## config.mk

```make
export PLATFORM = sky130hd
export DESIGN_NAME = fmpc_top
export DESIGN_NICKNAME = d
export VERILOG_FILES = /design/src/fmpc_pkg.sv /design/src/fmpc_top.sv
export SDC_FILE = /design/constraint.sdc
export NUM_CORES = 1
export LEC_CHECK = 0
export BUFFER_PORTS_ARGS = -buffer_cell sky130_fd_sc_hd__buf_2
export CAP_MARGIN = 20
export CORE_MARGIN = 3
export CORE_UTILIZATION = 45
export DETAILED_ROUTE_END_ITERATION = 8
export GPL_TIMING_DRIVEN = 0
export PLACE_DENSITY = 0.68
export REMOVE_ABC_BUFFERS = 1
export SLEW_MARGIN = 20
export SYNTH_ARGS = -nofsm -noshare
export SYNTH_HDL_FRONTEND = slang
export SYNTH_SLANG_ARGS = --single-unit
```

## constraint.sdc

```tcl
create_clock -name sys_clk -period 3.06 [get_ports sys_clk]
set_input_delay 0.612 -clock sys_clk [delete_from_list [all_inputs] [get_ports sys_clk]]
set_output_delay 0.612 -clock sys_clk [all_outputs]
set_load 0.01 [all_outputs]
```

## src/fmpc_pkg.sv

```systemverilog
package fmpc_pkg;
    // Register indices on the device's internal register port
    localparam logic [7:0] ADDR_LED_CHOICE = 8'h3f;
    localparam logic [7:0] ADDR_FLOAT_CTRL_B = 8'h59;
    localparam logic [7:0] ADDR_PULSE_MASK = 8'h5a;
    localparam logic [7:0] ADDR_FLOAT_CTRL_A = 8'h5e;

    // Reset values, reserved bits included
    localparam logic [15:0] RST_FLOAT_CTRL = 16'h0808;
    localparam logic [15:0] RST_PULSE_MASK = 16'h0010;
    localparam logic [1:0] RST_LED_CHOICE = 2'h0;
    localparam logic [15:0] READ_ZERO = 16'h0000;

    // Field positions
    localparam int EN_LSB = 13;
    localparam int EN_MSB = 14;
    localparam int PRECON_LSB = 8;
    localparam int PRECON_MSB = 12;
    localparam int MASK_B_LSB = 12;
    localparam int MASK_A_LSB = 8;
    localparam int CHOICE_LSB = 14;
    localparam int CHOICE_MSB = 15;

    // Float enable codes; 1 and 2 are reserved and leave float off
    localparam logic [1:0] FLOAT_OFF = 2'h0;
    localparam logic [1:0] FLOAT_ON = 2'h3;
    localparam logic [4:0] RST_PRECON = 5'h08;

    // Register port request, from the serial interface logic on sys_clk
    typedef struct packed {
        logic wr;
        logic rd;
        logic [7:0] addr;
        logic [15:0] wdata;
    } fmpc_req_t;

    // Pulse query from the LED sequencer on sys_clk
    typedef struct packed {
        logic req;
        logic slot_b;
        logic [1:0] pos;
    } fmpc_pulse_t;

    typedef struct packed {
        logic [15:0] ctrl_b;
        logic [15:0] mask;
        logic [15:0] ctrl_a;
        logic [1:0] choice_b;
        logic [15:0] rdata;
        logic fire;
        logic fire_valid;
        logic float_b;
        logic float_a;
    } fmpc_state_t;
endpackage

```

## src/fmpc_top.sv

```systemverilog
`timescale 1ns/1ps
// How it works
// - Slot B float on only for code 3
// - Slot A float on only for code 3
// - Slot B precondition field, resets to 8
// - Slot A precondition field, resets to 8
// - Mask bit 0 fires LED, 1 suppresses
// - Slot B mask bits 15..12, pulse order
// - Slot A mask bits 11..8, reset zero
// - Slot B float LED choice, 0 none
module fmpc_top
(
    // Clock and reset
    input wire logic sys_clk,
    input wire logic rst_b,
    // Register port
    input wire fmpc_pkg::fmpc_req_t reg_req,
    output logic [15:0] reg_rdata,
    // Pulse query from the sequencer
    input wire fmpc_pkg::fmpc_pulse_t pulse,
    output logic led_fire,
    output logic led_fire_valid,
    // Configuration to the timing core
    output logic float_on_slot_a,
    output logic float_on_slot_b,
    output logic [4:0] precondition_delay_slot_a,
    output logic [4:0] precondition_delay_slot_b,
    output logic [3:0] pulse_mask_slot_a,
    output logic [3:0] pulse_mask_slot_b,
    output logic [1:0] led_choice_slot_b
);
    fmpc_pkg::fmpc_state_t state;
    fmpc_pkg::fmpc_state_t next_state;

    // Reserved codes must not enable float, so only the full code counts
    function automatic logic float_code_on(input logic [15:0] ctrl);
        return ctrl[fmpc_pkg::EN_MSB:fmpc_pkg::EN_LSB] == fmpc_pkg::FLOAT_ON;
    endfunction

    function automatic logic [3:0] slot_mask(input logic [15:0] mask, input logic slot_b);
        if (slot_b)
        begin
            return mask[fmpc_pkg::MASK_B_LSB +: 4];
        end
        else
        begin
            return mask[fmpc_pkg::MASK_A_LSB +: 4];
        end
    endfunction

    always_comb
    begin
        logic [3:0] sel_mask;
        sel_mask = 4'h0;
        next_state = state;
        // Reserved bits of the control and mask registers are stored as written (LED choice keeps only bits 15..14); software keeps them at their values
        if (reg_req.wr)
        begin
            if (reg_req.addr == fmpc_pkg::ADDR_FLOAT_CTRL_B)
            begin
                next_state.ctrl_b = reg_req.wdata;
            end
            else if (reg_req.addr == fmpc_pkg::ADDR_PULSE_MASK)
            begin
                next_state.mask = reg_req.wdata;
            end
            else if (reg_req.addr == fmpc_pkg::ADDR_FLOAT_CTRL_A)
            begin
                next_state.ctrl_a = reg_req.wdata;
            end
            else if (reg_req.addr == fmpc_pkg::ADDR_LED_CHOICE)
            begin
                next_state.choice_b = reg_req.wdata[fmpc_pkg::CHOICE_MSB:fmpc_pkg::CHOICE_LSB];
            end
        end
        // Read data holds until the next read; unmapped indices read zero
        if (reg_req.rd)
        begin
            if (reg_req.addr == fmpc_pkg::ADDR_FLOAT_CTRL_B)
            begin
                next_state.rdata = state.ctrl_b;
            end
            else if (reg_req.addr == fmpc_pkg::ADDR_PULSE_MASK)
            begin
                next_state.rdata = state.mask;
            end
            else if (reg_req.addr == fmpc_pkg::ADDR_FLOAT_CTRL_A)
            begin
                next_state.rdata = state.ctrl_a;
            end
            else if (reg_req.addr == fmpc_pkg::ADDR_LED_CHOICE)
            begin
                next_state.rdata = {state.choice_b, 14'h0000};
            end
            else
            begin
                next_state.rdata = fmpc_pkg::READ_ZERO;
            end
        end
        // Pulse position wraps every four pulses, so the sequencer sends pos modulo 4
        next_state.fire_valid = pulse.req;
        if (pulse.req)
        begin
            sel_mask = slot_mask(state.mask, pulse.slot_b);
            next_state.fire = ~sel_mask[pulse.pos];
        end
        next_state.float_b = float_code_on(next_state.ctrl_b);
        next_state.float_a = float_code_on(next_state.ctrl_a);
    end

    always_ff @(posedge sys_clk)
    begin
        if (!rst_b)
        begin
            state.ctrl_b <= fmpc_pkg::RST_FLOAT_CTRL;
            state.mask <= fmpc_pkg::RST_PULSE_MASK;
            state.ctrl_a <= fmpc_pkg::RST_FLOAT_CTRL;
            state.choice_b <= fmpc_pkg::RST_LED_CHOICE;
            state.rdata <= fmpc_pkg::READ_ZERO;
            state.fire <= 1'b0;
            state.fire_valid <= 1'b0;
            state.float_b <= 1'b0;
            state.float_a <= 1'b0;
        end
        else
        begin
            state <= next_state;
        end
    end

    assign reg_rdata = state.rdata;
    assign led_fire = state.fire;
    assign led_fire_valid = state.fire_valid;
    assign float_on_slot_a = state.float_a;
    assign float_on_slot_b = state.float_b;
    assign precondition_delay_slot_a = state.ctrl_a[fmpc_pkg::PRECON_MSB:fmpc_pkg::PRECON_LSB];
    assign precondition_delay_slot_b = state.ctrl_b[fmpc_pkg::PRECON_MSB:fmpc_pkg::PRECON_LSB];
    assign pulse_mask_slot_a = state.mask[fmpc_pkg::MASK_A_LSB +: 4];
    assign pulse_mask_slot_b = state.mask[fmpc_pkg::MASK_B_LSB +: 4];
    assign led_choice_slot_b = state.choice_b;
endmodule

```

==> results.py <==
metrics = {
    "outcome": {
        "run_status": "complete, no violations",
    },
    "yosys": {
        "yosysWarnings": 0,
        "synth.cell_area_sq_mm": 0.003402,
        "ys_async_sr_fraction": 0,
        "synth_edf_count": 0,
        "synth_top_cell_area_share": 0.4119,
        "synth_seq_cells": 70,
        "ys_seq_area_frac": 0.4119,
        "ys_types": 40,
        "yosysTopAreaCell": "dfxtp_1",
        "synth_area_per_cell_sq_um": 10.19,
        "synthFlopType": "dfxtp_1",
        "syn_inst": 334,
        "yosys-top-cells-area": "dfxtp_1 41%, mux2i_1 15%, buf_4 9.3%, nor2b_1 8.8%, a22o_1 3.6%",
    },
    "flow_run": {
        "cap_violations": 0,
    },
    "final_layout": {
        "postLayoutCellArea_sq_mm": 0.003735,
        "layout-drive-gt1-share": 0.2807,
        "fillers": 712,
        "insertedDiodeCount": 0,
        "instances_no_fill": 466,
        "area_growth_pct": 9.783,
        "fin_nets": 394,
    },
    "floorplan": {
        "initial_core_util": 0.4665,
        "fp.dieW_microns": 92.95,
        "dieHeight_microns": 92.95,
        "design.die.area_sq_mm": 0.008640,
        "core_region_area_sq_mm": 0.007292,
        "rows": 31,
        "io_pins": 72,
    },
    "setup_path": {
        "r2r-end": "led_fire",
        "endpoint_kind": "flip-flop",
        "reg2reg_from": "pulse_mask_slot_b[3]",
        "arrival_ps": 2530,
        "cp-start-kind": "input pin",
        "r2r_slack_ps": 1930,
        "crit_chain": "buf_2 > nor2b_2 > buf_8 > nand4_1 > buf_6 > or2_0 > a21boi_1",
        "path_class": "input pin to flip-flop",
        "worstRegToRegCells": 4,
        "cpPeakStageDelay_ps": 460,
        "crit_required_ps": 3340,
        "crit_path_max_fanout": 13,
        "slowest_stage": "nand4_1",
    },
    "cts": {
        "cts_buffers": 9,
        "clock-sinks": 70,
        "ctsResizeCount": 0,
        "clkTransAtPathRegs_ps": 70,
        "htreeDepth": 3,
        "clock_path_buffers": 2,
        "root_buffer": "clkbuf_8",
        "cts_setup_buffers": 0,
        "clk_latency_ps": 350,
        "cts_tree": "built",
        "cts_hold_buf": 0,
    },
    "sta": {
        "worst_slew_pin_slew_ps": 1010,
        "fmax_mhz": 442.7,
        "relSlewSlack": 0.3265,
        "skew_ps": 7.720,
        "slew_violations": 0,
        "setup_tns_ps": 0,
        "min_period_ps": 2259,
        "fin_crit_sh": 0.7383,
        "rsz0062_at_grt": "no",
        "setup_viol": 0,
        "finalHoldViolCount": 0,
        "layout_setup_ws_ps": 800.9,
    },
    "drt": {
        "drtAntennaViolNets": 0,
        "vias": 2433,
        "drtIter0Drc": 78,
        "first_pass_iters": 4,
        "drcViolationCount": 0,
        "wl_per_cell_microns": 15.26,
        "wirelength_mm": 7.112,
        "drt-vias-per-instance": 5.221,
    },
    "global_routing": {
        "grt_pass1_wl_mm": 11.54,
        "grt_start_max_net_pins": 73,
        "track_usage": 0.1724,
        "grt_pass1_vias": 2294,
        "antenna_found_initial": 0,
        "grt_overflow": 0,
    },
    "worst_hold_path": {
        "hold_end": "led_fire",
        "whs_path_depth": 2,
        "min_path_type": "flip-flop to flip-flop",
        "hold_path.startpoint": "led_fire",
    },
    "place": {
        "gp_congestion": 0.7811,
        "numPortBuffers": 71,
        "dp.cells": 450,
        "dpl.hpwl_mm": 4.770,
        "place_ws_ps": 443.2,
        "placed_cell_area_sq_mm": 0.003552,
    },
    "power": {
        "power_leakage_nw": 1.682,
        "power_density_mw_per_mm2": 470.7,
        "finalPower_w": 0.001758,
        "ir_drop_uv": 222.6,
    },
}
cells in the mapped netlist (all sizes together) (2+ instances only):
library cell,instances
a21oi,16
a22o,14
a22oi,14
a41oi,2
and3b,4
and4b,3
buf,46
clkbuf,12
dfxtp,70
inv,2
mux2i,51
mux4,2
nand2,10
nand3b,2
nand4,3
nor2b,48
nor3,2
o21ai,16
metrics by stage:
step           hold slack, ps    util
2_1_floorplan           440.6       -
3_3_place_gp            453.3  0.4767
3_5_place_dp            461.8  0.4871
4_1_cts                 475.6  0.5122
5_1_grt                 493.1  0.5122
6_report                469.5  0.5122
worst max-delay path: cells and delay by family:
kind	cells	cell delay (ps)
buffers and inverters	3	700
AOI/OAI and AO/OA	1	150
and+or+nand+nor	3	1070
layer usage:
metal  vias to the layer above  wire length, microns  track usage
li1                       1213                     -            -
met1                      1148                  3180       0.2133
met2                        60                  3349       0.2801
met3                        12                   407      0.04468
met4                         0                   174      0.07937
met5                         -                     0            0
final cells by class:
cell class | instances | area, sq um | share of cell area
clock buffers | 12 | 135.1 | 0.03618
clock inverters | 4 | 47.55 | 0.01273
inverters | 2 | 7.507 | 0.002010
multi-input cells | 203 | 1608 | 0.4305
flip-flops and latches | 70 | 1401 | 0.3752
well taps | 99 | 123.9 | 0.03317
repair buffers | 76 | 411.6 | 0.1102
cells in the final DEF, fill, tap and decap left out, types with 2 or more instances in the layout:
master,instances
buf_2,71
clkinv_2,2
mux4_2,2
a22oi_1,14
a21oi_1,16
nand2_1,10
clkbuf_8,9
nand4_1,3
mux2i_1,51
buf_6,3
nor2b_1,46
nor2b_2,2
a41oi_1,2
inv_1,2
and3b_1,3
and4b_1,3
a22o_1,14
clkbuf_1,3
o21ai_0,16
dfxtp_1,70
sequential cells by signal, summed over array words and instances, names as in the netlist, 2 cells and up:
name                       cells
precondition_delay_slot_a      5
pulse_mask_slot_b              4
precondition_delay_slot_b      5
led_choice_slot_b              2
reg_rdata                     16
state                         30
pulse_mask_slot_a              4
report_power, final:
part           switching (W)  internal, W  total [W]
logic              0.0000708    0.0000514   0.000122
clock network       0.000334     0.000375   0.000709
registers         0.00000491     0.000922   0.000927
total               0.000410      0.00135    0.00176
how the worst max path moves through the flow:
stage                      startpoint               to  cells after the start
after CTS                 reg_req[16]  float_on_slot_b                      7
after detailed placement  reg_req[16]  float_on_slot_b                      7
after global placement    reg_req[16]  float_on_slot_b                      5
after floorplan           reg_req[16]  float_on_slot_b                      4
after global routing      reg_req[16]  float_on_slot_b                      7
final                     reg_req[16]  float_on_slot_b                      7
cells by family (layout without fill, tap and decap cells):
family / count (synthesis) / in the layout / synth area share
AO/OA/AOI/OAI: 66 / 66 / 0.1295
buffers and inverters: 61 / 94 / 0.1214
AND/OR/NAND/NOR: 84 / 84 / 0.1740
multiplexers: 53 / 53 / 0.1633
flip-flops: 70 / 70 / 0.4119
(Power assumes the default switching activity.)
